[src/umc_consts.svh]
// Constants for the first mode register block: fields, resets, commands
`ifndef UMC_CONSTS_SVH
`define UMC_CONSTS_SVH

// ----------------------------------------------------------------------
// Bus offsets (byte addresses within the channel)
// ----------------------------------------------------------------------
`define UMC_OFS_MODE     4'h0
`define UMC_OFS_COMMAND  4'h8

// ----------------------------------------------------------------------
// First mode register fields, plus the transmit RTS bit of the second register
// ----------------------------------------------------------------------
`define UMC_BIT_RXFLOW   7
`define UMC_BIT_IRQSEL   6
`define UMC_BIT_ERRMODE  5
`define UMC_PM_HI        4
`define UMC_PM_LO        3
`define UMC_BIT_PTYPE    2
`define UMC_BPC_HI       1
`define UMC_BPC_LO       0
`define UMC_BIT_TXFLOW   5

// ----------------------------------------------------------------------
// Reset values
// ----------------------------------------------------------------------
`define UMC_MODE1_RST    8'h00
`define UMC_MODE2_RST    8'h00

// ----------------------------------------------------------------------
// Command register miscellaneous field and its codes
// ----------------------------------------------------------------------
`define UMC_MISC_HI      6
`define UMC_MISC_LO      4
`define UMC_CMD_RSTPTR   3'h1
`define UMC_CMD_RSTERR   3'h4

`endif

[src/umc_pkg.sv]
// Types shared by the first mode register block
`default_nettype none

package umc_pkg;
    // Parity mode field encodings
    typedef enum logic [1:0] {
        UMC_PM_WITH  = 2'h0,
        UMC_PM_FORCE = 2'h1,
        UMC_PM_NONE  = 2'h2,
        UMC_PM_MDROP = 2'h3
    } umc_pmode_t;

    // Pointer state between the two mode registers
    typedef enum logic {
        UMC_PTR_FIRST,
        UMC_PTR_SECOND
    } umc_ptr_t;
endpackage : umc_pkg

`default_nettype wire

[src/umc_rts_ctrl.sv]
// Receiver-side request-to-send flow control
`default_nettype none

module umc_rts_ctrl (
    // Clock and reset
    input  wire logic ref_clk,
    input  wire logic rst_b,
    // Settings
    input  wire logic rxFlowEn,
    input  wire logic txFlowEn,
    // Receiver events
    input  wire logic startBitValid,
    input  wire logic fifoFull,
    // Result
    output logic      rtsNegate
);
    import umc_pkg::*;

    logic active;

    // Both sides asking for control cancels it for both
    assign active = rxFlowEn & ~txFlowEn;

    // ------------------------------------------------------------------
    // Hold state
    // ------------------------------------------------------------------
    // negate then reassert
    always_ff @(posedge ref_clk) begin
        if (!rst_b) begin
            rtsNegate <= 1'b0;
        end else if (!active) begin
            rtsNegate <= 1'b0;
        end else if (startBitValid && fifoFull) begin
            rtsNegate <= 1'b1;
        end else if (!fifoFull) begin
            rtsNegate <= 1'b0;
        end
    end

    AST_RTS_NEG: assert property (@(posedge ref_clk) disable iff (!rst_b)
        active && startBitValid && fifoFull |=> rtsNegate)
        else $error("rts not negated on full fifo");
    AST_RTS_BOTH: assert property (@(posedge ref_clk) disable iff (!rst_b)
        rxFlowEn && txFlowEn |=> !rtsNegate)
        else $error("rts control active with both sides enabled");
    AST_RTS_FREE: assert property (@(posedge ref_clk) disable iff (!rst_b)
        !fifoFull |=> !rtsNegate)
        else $error("rts held with a free fifo slot");
    COV_RTS: cover property (@(posedge ref_clk) disable iff (!rst_b)
        rtsNegate ##1 !rtsNegate);
endmodule : umc_rts_ctrl

`default_nettype wire

[src/umc_err_status.sv]
// Character or block accumulation of receive error flags
`default_nettype none

module umc_err_status (
    // Clock and reset
    input  wire logic       ref_clk,
    input  wire logic       rst_b,
    // Control
    input  wire logic       blockMode,
    input  wire logic       resetErr,
    // Status of the character at the FIFO top
    input  wire logic       topValid,
    input  wire logic       topPop,
    input  wire logic [2:0] topErr,
    // Reported break, framing, parity flags
    output logic      [2:0] errFlags
);
    import umc_pkg::*;

    logic [2:0] accum;

    // ------------------------------------------------------------------
    // Block accumulation; new arrivals win over the reset command
    // ------------------------------------------------------------------
    // OR over characters
    always_ff @(posedge ref_clk) begin
        if (!rst_b) begin
            accum <= 3'h0;
        end else if (topValid && topPop) begin
            accum <= (resetErr ? 3'h0 : accum) | topErr;
        end else if (resetErr) begin
            accum <= 3'h0;
        end
    end

    always_ff @(posedge ref_clk) begin
        if (!rst_b) begin
            errFlags <= 3'h0;
        end else if (blockMode) begin
            errFlags <= accum | (topValid ? topErr : 3'h0);
        end else begin
            errFlags <= topValid ? topErr : 3'h0;
        end
    end

    AST_ERR_CHAR: assert property (@(posedge ref_clk) disable iff (!rst_b)
        !blockMode && topValid |=> errFlags == $past(topErr))
        else $error("character mode flags differ from top entry");
    AST_ERR_HOLD: assert property (@(posedge ref_clk) disable iff (!rst_b)
        blockMode && !resetErr && topValid && topPop ##1 blockMode
        |=> (errFlags & $past(topErr, 2)) == $past(topErr, 2))
        else $error("block mode lost an error");
    COV_ERR_BLOCK: cover property (@(posedge ref_clk) disable iff (!rst_b)
        blockMode && topPop && topErr != 3'h0);
endmodule : umc_err_status

`default_nettype wire

[src/umc_mode_one.sv]
// First mode register of a UART channel with pointer and derived controls
`default_nettype none
`include "umc_consts.svh"

// Behaviour
// - The first mode register is reached only while the pointer selects it, as after reset.
// - A reset-pointer command in the command register points back to the first register.
// - Any read or write of the first register moves the pointer to the second register.
// - With bit 7 set, RTS is negated on a valid start bit with a full FIFO and reasserted later.
// - Receiver and transmitter RTS control both enabled disables RTS control for both.
// - Bit 6 picks receiver-ready (0) or FIFO-full (1) as the receiver interrupt source.
// - With bit 5 clear the break, framing and parity flags show the FIFO top character only.
// - With bit 5 set those flags accumulate as an OR until a reset-error command.
// - Bits 4-3 govern transmit parity generation and receive parity checking.
// - Mode 00 even/odd by type bit, 01 forced low/high, 10 no parity bit.
// - Mode 11 marks a data (type 0) or address (type 1) character in the parity slot.
// - Accesses to the second register leave the pointer where it is.
module umc_mode_one (
    // Clock and reset
    input  wire logic        ref_clk,
    input  wire logic        rst_b,
    // Byte-wide processor register port
    input  wire logic [3:0]  regAddr,
    input  wire logic        regRd,
    input  wire logic        regWr,
    input  wire logic [7:0]  regWdata,
    output logic      [7:0]  regRdata,
    // Receiver state
    input  wire logic        rxCharAvail,
    input  wire logic        rxFifoFull,
    input  wire logic        startBitValid,
    input  wire logic        topValid,
    input  wire logic        topPop,
    input  wire logic [2:0]  topErr,
    // Transmit parity request
    input  wire logic [7:0]  txData,
    // Outputs to the serial logic
    output logic             rxIrqSrc,
    output logic             rtsNegate,
    output logic      [2:0]  errFlags,
    output logic             txParityEn,
    output logic             txParityBit,
    output logic      [3:0]  dataBits,
    output logic             rxParityChk,
    output logic      [7:0]  modeSecond,
    output umc_pkg::umc_ptr_t modePtr
);
    import umc_pkg::*;

    logic [7:0]  uart_mode_first;
    logic        modeAccess;
    logic        cmdWrite;
    logic        resetPtr;
    logic        resetErr;
    logic [7:0]  maskedData;
    umc_pmode_t  pmode;
    logic        ptype;
    logic        evenPar;
    logic        next_parBit;
    logic        next_parEn;

    // ------------------------------------------------------------------
    // Access decode
    // ------------------------------------------------------------------
    // Reads move the pointer as well, so polling offset 0 changes
    // which mode register the following access reaches
    assign modeAccess = (regRd | regWr) && (regAddr == `UMC_OFS_MODE);
    assign cmdWrite   = regWr && (regAddr == `UMC_OFS_COMMAND);
    assign resetPtr   = cmdWrite &&
        (regWdata[`UMC_MISC_HI:`UMC_MISC_LO] == `UMC_CMD_RSTPTR);
    assign resetErr   = cmdWrite &&
        (regWdata[`UMC_MISC_HI:`UMC_MISC_LO] == `UMC_CMD_RSTERR);

    // ------------------------------------------------------------------
    // Mode register pointer
    // ------------------------------------------------------------------
    // reset-pointer command, advance after first access
    always_ff @(posedge ref_clk) begin
        if (!rst_b) begin
            modePtr <= UMC_PTR_FIRST;
        end else if (resetPtr) begin
            modePtr <= UMC_PTR_FIRST;
        end else begin
            case (modePtr)
                UMC_PTR_FIRST: begin
                    if (modeAccess) begin
                        modePtr <= UMC_PTR_SECOND;
                    end
                end
                UMC_PTR_SECOND: begin
                    modePtr <= UMC_PTR_SECOND;
                end
                default: begin
                    modePtr <= UMC_PTR_FIRST;
                end
            endcase
        end
    end

    // ------------------------------------------------------------------
    // Register storage
    // ------------------------------------------------------------------
    // write only while selected
    always_ff @(posedge ref_clk) begin
        if (!rst_b) begin
            uart_mode_first <= `UMC_MODE1_RST;
        end else if (regWr && modeAccess && modePtr == UMC_PTR_FIRST) begin
            uart_mode_first <= regWdata;
        end
    end

    // Second register held here so the pointer steering is complete
    always_ff @(posedge ref_clk) begin
        if (!rst_b) begin
            modeSecond <= `UMC_MODE2_RST;
        end else if (regWr && modeAccess && modePtr == UMC_PTR_SECOND) begin
            modeSecond <= regWdata;
        end
    end

    // read data by pointer; other offsets read zero
    always_ff @(posedge ref_clk) begin
        if (!rst_b) begin
            regRdata <= 8'h00;
        end else if (regRd && modeAccess) begin
            regRdata <= (modePtr == UMC_PTR_FIRST) ? uart_mode_first : modeSecond;
        end else if (regRd) begin
            regRdata <= 8'h00;
        end
    end

    // ------------------------------------------------------------------
    // Receiver interrupt source
    // ------------------------------------------------------------------
    // ready or full
    always_ff @(posedge ref_clk) begin
        if (!rst_b) begin
            rxIrqSrc <= 1'b0;
        end else begin
            rxIrqSrc <= uart_mode_first[`UMC_BIT_IRQSEL] ? rxFifoFull : rxCharAvail;
        end
    end

    // ------------------------------------------------------------------
    // Data bits per character
    // ------------------------------------------------------------------
    // five to eight bits
    always_ff @(posedge ref_clk) begin
        if (!rst_b) begin
            dataBits <= 4'h5;
        end else begin
            dataBits <= 4'h5 + {2'h0, uart_mode_first[`UMC_BPC_HI:`UMC_BPC_LO]};
        end
    end

    // ------------------------------------------------------------------
    // Parity generation
    // ------------------------------------------------------------------
    assign pmode = umc_pmode_t'(uart_mode_first[`UMC_PM_HI:`UMC_PM_LO]);
    assign ptype = uart_mode_first[`UMC_BIT_PTYPE];
    // Unused high bits masked so short characters parity correctly
    assign maskedData = txData & (8'hff >> (4'h8 - dataBits));
    assign evenPar    = ^maskedData;

    always_comb begin
        next_parEn  = 1'b1;
        next_parBit = 1'b0;
        case (pmode)
            UMC_PM_WITH: begin
                next_parBit = ptype ? ~evenPar : evenPar;
            end
            UMC_PM_FORCE: begin
                next_parBit = ptype;
            end
            UMC_PM_NONE: begin
                next_parEn = 1'b0;
            end
            UMC_PM_MDROP: begin
                next_parBit = ptype;
            end
            default: begin
                next_parEn = 1'b0;
            end
        endcase
    end

    // registered transmit parity and receive check enable
    always_ff @(posedge ref_clk) begin
        if (!rst_b) begin
            txParityEn  <= 1'b0;
            txParityBit <= 1'b0;
            rxParityChk <= 1'b0;
        end else begin
            txParityEn  <= next_parEn;
            txParityBit <= next_parBit;
            // Multidrop uses the slot as a flag, so no check there
            rxParityChk <= (pmode == UMC_PM_WITH) || (pmode == UMC_PM_FORCE);
        end
    end

    // ------------------------------------------------------------------
    // Flow control and error accumulation
    // ------------------------------------------------------------------
    // Transmit bit of the second register feeds the cancel case
    // RTS handling
    umc_rts_ctrl uRts (
        .ref_clk       (ref_clk),
        .rst_b         (rst_b),
        .rxFlowEn      (uart_mode_first[`UMC_BIT_RXFLOW]),
        .txFlowEn      (modeSecond[`UMC_BIT_TXFLOW]),
        .startBitValid (startBitValid),
        .fifoFull      (rxFifoFull),
        .rtsNegate     (rtsNegate)
    );

    // error flag mode; left to software
    umc_err_status uErr (
        .ref_clk   (ref_clk),
        .rst_b     (rst_b),
        .blockMode (uart_mode_first[`UMC_BIT_ERRMODE]),
        .resetErr  (resetErr),
        .topValid  (topValid),
        .topPop    (topPop),
        .topErr    (topErr),
        .errFlags  (errFlags)
    );

    // ------------------------------------------------------------------
    // Checks
    // ------------------------------------------------------------------
    AST_PTR_ADV: assert property (@(posedge ref_clk) disable iff (!rst_b)
        modePtr == UMC_PTR_FIRST && modeAccess && !resetPtr |=> modePtr == UMC_PTR_SECOND)
        else $error("pointer did not advance");
    AST_PTR_RST: assert property (@(posedge ref_clk) disable iff (!rst_b)
        resetPtr |=> modePtr == UMC_PTR_FIRST)
        else $error("pointer not reset by command");
    AST_PTR_HOLD: assert property (@(posedge ref_clk) disable iff (!rst_b)
        modePtr == UMC_PTR_SECOND && !resetPtr |=> modePtr == UMC_PTR_SECOND)
        else $error("pointer left second register");
    AST_WR_GATE: assert property (@(posedge ref_clk) disable iff (!rst_b)
        modePtr == UMC_PTR_SECOND |=> uart_mode_first == $past(uart_mode_first))
        else $error("first register written while not selected");
    AST_IRQ_SRC: assert property (@(posedge ref_clk) disable iff (!rst_b)
        uart_mode_first[`UMC_BIT_IRQSEL] && $stable(uart_mode_first)
        |=> rxIrqSrc == $past(rxFifoFull))
        else $error("interrupt source not fifo full");
    AST_BITS: assert property (@(posedge ref_clk) disable iff (!rst_b)
        uart_mode_first[1:0] == 2'h3 |=> dataBits == 4'h8)
        else $error("wrong data bit count");
    AST_PAR_NONE: assert property (@(posedge ref_clk) disable iff (!rst_b)
        pmode == UMC_PM_NONE |=> !txParityEn)
        else $error("parity sent in no-parity mode");
    AST_PAR_MDROP: assert property (@(posedge ref_clk) disable iff (!rst_b)
        pmode == UMC_PM_MDROP |=> txParityEn && txParityBit == $past(ptype))
        else $error("multidrop flag wrong");

    // ------------------------------------------------------------------
    // Register access checks
    // ------------------------------------------------------------------
    AST_WR_FIRST: assert property (@(posedge ref_clk) disable iff (!rst_b)
        regWr && modeAccess && modePtr == UMC_PTR_FIRST
        |=> uart_mode_first == $past(regWdata))
        else $error("first register write did not land");
    AST_RD_FIRST: assert property (@(posedge ref_clk) disable iff (!rst_b)
        regRd && modeAccess && modePtr == UMC_PTR_FIRST
        |=> regRdata == $past(uart_mode_first))
        else $error("first register read returned wrong data");
    AST_WR_SECOND: assert property (@(posedge ref_clk) disable iff (!rst_b)
        regWr && modeAccess && modePtr == UMC_PTR_SECOND
        |=> modeSecond == $past(regWdata))
        else $error("second register write did not land");
    AST_RD_SECOND: assert property (@(posedge ref_clk) disable iff (!rst_b)
        regRd && !regWr && modeAccess && modePtr == UMC_PTR_SECOND
        |=> regRdata == $past(modeSecond))
        else $error("second register read returned wrong data");

    // ------------------------------------------------------------------
    // Derived control checks
    // ------------------------------------------------------------------
    AST_IRQ_READY: assert property (@(posedge ref_clk) disable iff (!rst_b)
        !uart_mode_first[`UMC_BIT_IRQSEL] |=> rxIrqSrc == $past(rxCharAvail))
        else $error("interrupt source not receiver ready");
    AST_BITS_FIVE: assert property (@(posedge ref_clk) disable iff (!rst_b)
        uart_mode_first[`UMC_BPC_HI:`UMC_BPC_LO] == 2'h0 |=> dataBits == 4'h5)
        else $error("wrong short data bit count");
    AST_PAR_FORCE: assert property (@(posedge ref_clk) disable iff (!rst_b)
        pmode == UMC_PM_FORCE |=> txParityEn && txParityBit == $past(ptype))
        else $error("forced parity level wrong");
    AST_PAR_WITH: assert property (@(posedge ref_clk) disable iff (!rst_b)
        pmode == UMC_PM_WITH |=> txParityEn && rxParityChk)
        else $error("parity not generated and checked");
    AST_RX_NOCHK: assert property (@(posedge ref_clk) disable iff (!rst_b)
        pmode == UMC_PM_NONE |=> !rxParityChk)
        else $error("parity checked in no-parity mode");

    COV_PTR_CYCLE: cover property (@(posedge ref_clk) disable iff (!rst_b)
        modePtr == UMC_PTR_SECOND ##1 resetPtr ##1 modePtr == UMC_PTR_FIRST);
    COV_ODD: cover property (@(posedge ref_clk) disable iff (!rst_b)
        pmode == UMC_PM_WITH && ptype);
    COV_MDROP: cover property (@(posedge ref_clk) disable iff (!rst_b)
        pmode == UMC_PM_MDROP);
endmodule : umc_mode_one

`default_nettype wire

[config.mk]
export PLATFORM = sky130hd
export DESIGN_NAME = umc_mode_one
export DESIGN_NICKNAME = d
export VERILOG_FILES = /design/src/umc_pkg.sv /design/src/umc_rts_ctrl.sv /design/src/umc_err_status.sv /design/src/umc_mode_one.sv
export VERILOG_INCLUDE_DIRS = /design/src
export SDC_FILE = /design/constraint.sdc
export NUM_CORES = 1
export LEC_CHECK = 0
export ABC_CLOCK_PERIOD_IN_PS = 2300
export BUFFER_PORTS_ARGS = -buffer_cell sky130_fd_sc_hd__buf_2
export CAP_MARGIN = 15
export CORE_MARGIN = 2
export CORE_UTILIZATION = 49
export DETAILED_ROUTE_END_ITERATION = 16
export GPL_ROUTABILITY_DRIVEN = 0
export GPL_TIMING_DRIVEN = 0
export PLACE_DENSITY_LB_ADDON = 0.05
export SYNTH_ARGS = -nofsm -noshare
export SYNTH_HDL_FRONTEND = slang
export SYNTH_HIERARCHICAL = 1
export SYNTH_SLANG_ARGS = --single-unit
[constraint.sdc]
create_clock -name ref_clk -period 2.3 [get_ports ref_clk]
set_input_delay 0.69 -clock ref_clk [delete_from_list [all_inputs] [get_ports ref_clk]]
set_output_delay 0.69 -clock ref_clk [all_outputs]
set_load 0.005 [all_outputs]
# == After elaboration in Yosys (flattened, before gate mapping) ==
# Index checks and enable logic that the tools add are counted.
# word_totals
reg_bits,40
out_inout_bits,29
word_cells,64
# classes
n_addsub,2
n_eq_ne,7
n_shift,1
n_mux,15
bitwise,9
reduce_logical,18
# ops
cell,n
$mux 8,3
$mux 3,4
$logic_and 1x1->1,10
$and 8x8->8,1
$reduce_xor 8->1,1
$shr 8x4->8 const A,1
$mux 1,6
$or 3x3->3,2
$add 3x2->4 const A,1
$eq 2x2->1 const B,2
$eq 4x4->1 const B,1
$logic_not 4->1,1
$not 1->1,4
$pmux 1 s2,2
$reduce_or 2->1,2
$sub 4x4->4 const A,1
$eq 3x1->1 const B,1
$eq 3x3->1 const B,1
$eq 2x1->1 const B,1
$logic_not 2->1,1
$ne 2x1->1 const B,1
$reduce_and 2->1,1
$reduce_bool 2->1,1
$and 1x1->1,1
2 further kinds,2

# == Longest topological paths before layout ==
# logic_depth
depth_word,7
ltp_mapped,10
depth_no_buf,10

# == Modules after synthesis ==
# Netlist, hierarchy kept.
# modules_own_cells
module,n_inst,cells_per_inst,area_each_um2,seq_area_each_um2
umc_mode_one,1,153,1520.2,660.6
umc_err_status,1,22,219.0,120.1
umc_rts_ctrl,1,4,36.3,20.0

# == Worst setup path after synthesis ==
# OpenSTA, ideal clock, no wires.
# synth_timing
kind,register to register
from,register dataBits[0]
to,register txParityBit
t_arrival_ps,2103
t_required_ps,2241
slack_ps,137
stages_incl_launch_ff,9
period_less_slack_ps,2163
path_cell_list,dfxtp_1 -> inv_1 -> ha_1 -> ha_1 -> a21boi_0 -> o21ai_0 -> xnor3_1 -> or4b_1 -> nand2_1
# synth_between
elab_chain_cells,7
# synth_rtl
item,line,rtl
start: declaration,umc_mode_one.sv:43,"output logic [3:0] dataBits,"
start signal: assignment,umc_mode_one.sv:152,"dataBits <= 4'h5 + {2'h0, uart_mode_first[`UMC_BPC_HI:`UMC_BPC_LO]};"
$sub 4x4->4 (*),umc_mode_one.sv:162,assign maskedData = txData & (8'hff >> (4'h8 - dataBits));
$shr 8x4->8 (*),umc_mode_one.sv:162,
$and 8x8->8 (*),umc_mode_one.sv:162,
$reduce_xor 8->1 (*),umc_mode_one.sv:163,assign evenPar = ^maskedData;
$not 1->1,umc_mode_one.sv:170,next_parBit = ptype ? ~evenPar : evenPar;
$mux 1 (*),umc_mode_one.sv:170,
$pmux 1 s2 (*),umc_mode_one.sv:168,case (pmode)
end signal: assignment,umc_mode_one.sv:195,txParityBit <= next_parBit;
end: declaration,umc_mode_one.sv:42,"output logic txParityBit,"
# Every way passes the cells marked *; elsewhere a longest branch is shown, timed or not.
# A chain may end at the register's enable or synchronous reset.

# == Worst setup path in the final report ==
# layout_timing
from,register dataBits[1]
to,register txParityBit
# The elaborated chain is that of the path after synthesis.

==> reports/metrics.csv <==
stage,metric,value,unit
grt,grt_pass1_vias,1421,
setup_path,critPathMaxStageDelay,0.50,ns
grt,antenna_found_initial,0,
placed_design,placed_cells,284,
timing,fin_tns_setup,0,ns
timing,maxSlewViolCount,0,
die,fp.coreArea,0.00342,sq mm
final_layout,fin_cells,292,
drt,first_iter_violations,39,
setup_path,cp_max_fo,3,
timing,hold_ws,0.469,ns
timing,maxSlewHeadroom,0.527,
die,io_pins,61,
synth,syn_inst,179,
drt,wire_per_inst,13.7,um
clock_tree,clock_sinks,40,
setup_path,slowest_stage,or4b_1,
setup_path,cpMostUsedCell,xnor3_1,
drt,drc_errors,0,
synth,synthDistinctLibCells,31,
die,rows,21,
power,p_leak,1.00,nW
drt,firstDrtPassIters,4,
synth,syn_area,0.00178,sq mm
die,die_y,64.2,um
placed_design,numPortBuffers,59,
timing,worst_pin_slew,0.710,ns
hold_path,whs_path_depth,1,
clock_tree,clockBufferDepth,2,
status,status,"complete, no violations",
timing,clock.fmax,455,MHz
final_layout,final_area,0.00220,sq mm
power,finalPower,1.17,mW
setup_path,worst_setup_path_end_kind,flip-flop,
setup_path,worstPathCellList,inv_1 > ha_1 > nor2b_2 > xnor3_1 > nor2_1 > xnor3_1 > or4b_1 > nand2_1,
drt,wirelength,4010,um
grt,grt_pass1_wl,6330,um
hold_path,worstHoldEndpoint,dataBits[0]$_SDFF_PN1_,
grt,grt_use_total,0.197,
drt,antenna_left,0,
timing,finClkSkew,0.0125,ns
timing,finalCritPeriodShare,0.956,
setup_path,worstReg2RegStart,dataBits[1]$_SDFF_PN0_,
clock_tree,clkTransAtPathRegs,0.12,ns
setup_path,arrival,2.49,ns
final_layout,layout-drive-gt1-share,0.301,
synth,ys_seq_area_frac,0.451,
placed_design,placed_area,0.00213,sq mm
clock_tree,clockRootBuffer,clkbuf_4,
drt,dr_total_vias,1492,
grt,grt.overflow.total,0,
clock_tree,cts_tree,built,
synth,avgSynthCellArea,9.92,sq um
setup_path,worstReg2RegEnd,txParityBit$_SDFF_PN0_,
clock_tree,ctsHoldBuffers,0,
synth,synth-seq-cells,40,
synth,synth-edff-count,0,
timing,fin_ws,0.101,ns
final_layout,final_util,0.644,
hold_path,hp-class,reg2reg,
drt,via_per_inst,5.11,
placed_design,dp_hpwl,2950,um
final_layout,finalNetCount,282,
clock_tree,insertion_delay,0.34,ns
timing,setup_viol,0,
hold_path,min-delay-start,uart_mode_first[0]$_SDFFE_PN0P_,
synth,synth_top_flop_cell,dfxtp_1,
synth,synth.net_count,216,
clock_tree,cts_made_buffers,5,
die,die-area,0.00412,sq mm
setup_path,rrSetupSlack,0.10,ns
power,p_per_area,534,mW/mm^2
die,die_w,64.2,um
final_layout,syn_to_final_growth,23.8,%
synth,synthArstFlopShare,0,
placed_design,dp_slack,0.00215,ns
timing,fin_crit,2.20,ns
clock_tree,htree_levels,2,
setup_path,critical_path_class,reg2reg,
power,peakVddDrop,0.392,mV
synth,synth_warnings,6,
final_layout,num_antenna_cells,0,
job,cap_violations,0,
timing,hold_viol,0,
grt,grt_max_degree,14,
die,initial_core_util,0.520,
setup_path,worstRegToRegCells,8,
setup_path,start_kind,flip-flop,
setup_path,cp.required,2.59,ns
==> sequential cells by signal (all words and copies together) (netlist names), 3 cells and up <==
name and count:
dataBits 4, modeSecond 8, regRdata 8, uErr/accum 3
uErr/errFlags 3, uart_mode_first 8
==> power by group <==
| group | switching, mW | internal, mW | total (mW) |
|---|---|---|---|
| registers | 0.00615 | 0.707 | 0.713 |
| logic | 0.0539 | 0.0626 | 0.116 |
| clock network | 0.227 | 0.118 | 0.345 |
| total | 0.287 | 0.887 | 1.17 |
==> placed cells by master, fill, tap and decap left out, types with 2 or more instances in the layout <==
cell type  count
buf_2         61
and2_1         9
nand3b_1       4
inv_1         15
nor2b_1       22
dfxtp_1       39
clkbuf_4       5
xnor3_1        2
ha_1           4
mux2i_1       23
nand4b_1       2
a21boi_0       4
clkinv_2       2
clkbuf_1       4
nand4_1        3
xnor2_1        3
nor2_1         4
a22oi_1        3
nand3_1        2
nor3_1         2
nand2_1       10
o22ai_1        8
==> metal layers <==
layer	global-route usage	routed length [um]
met1	0.226	1700
met2	0.366	2030
met3	0.0475	241
met4	0.0479	32
met5	0	0
==> area by class of cell <==
| cell class | instances | area [sq um] |
|---|---|---|
| clock buffers | 5 | 37.5 |
| inverters | 15 | 56.3 |
| repair buffers | 59 | 295 |
| flip-flops and latches | 40 | 802 |
| plain buffers | 7 | 28.8 |
| well taps | 46 | 57.6 |
| fillers | 325 | 1220 |
| multi-input cells | 117 | 902 |
| clock inverters | 3 | 18.8 |
==> logic make-up after synthesis <==
family,synth area share
adders and majority gates,0.0352
and+or+nand+nor,0.220
DFF,0.451
xor gates and xnor gates,0.0402
buffers and inverters,0.0479
muxes,0.130
AOI/OAI and AO/OA,0.0761
==> what timing repair did <==
item / 4_1_cts / 5_1_grt
pin swaps: 0 / 1
cloned: 0 / 0
buffers inserted: 0 / 0
resized for setup: 1 / 2
setup endpoints to repair: 1 / 1
==> worst max path at each step <==
stage	startpoint	endpoint	cells after the start
after floorplan	dataBits[0]$_SDFF_PN1_	txParityBit$_SDFF_PN0_	8
after CTS	dataBits[0]$_SDFF_PN1_	txParityBit$_SDFF_PN0_	8
after detailed placement	dataBits[0]$_SDFF_PN1_	txParityBit$_SDFF_PN0_	8
final	dataBits[1]$_SDFF_PN0_	txParityBit$_SDFF_PN0_	8
after global routing	dataBits[0]$_SDFF_PN1_	txParityBit$_SDFF_PN0_	10
after global placement	txData[3]	txParityBit$_SDFF_PN0_	7
==> critical path: cells and delay by family (launching register included) <==
family,cells,cell delay [ns]
adders and majority gates,1,0.22
xor gates and xnor gates,2,0.64
buffers and inverters,1,0.06
and+or+nand+nor,4,0.88
DFF,1,0.36
==> synthesized netlist by cell type, types with 3 or more instances <==
master    count  area, sq um
a22oi_1       3         22.5
inv_1        15         56.3
nor2b_1      22          138
mux2i_1      23          230
dfxtp_1      40          801
nor2_1        4         15.0
nand3b_1      4         30.0
nand4_1       3         18.8
ha_1          5         62.6
clkbuf_1      4         15.0
a21boi_0      4         30.0
xnor2_1       3         26.3
and2_1        9         56.3
nand2_1      10         37.5
o22ai_1       8         50.1
No activity file was read; power rests on OpenSTA's default activity.
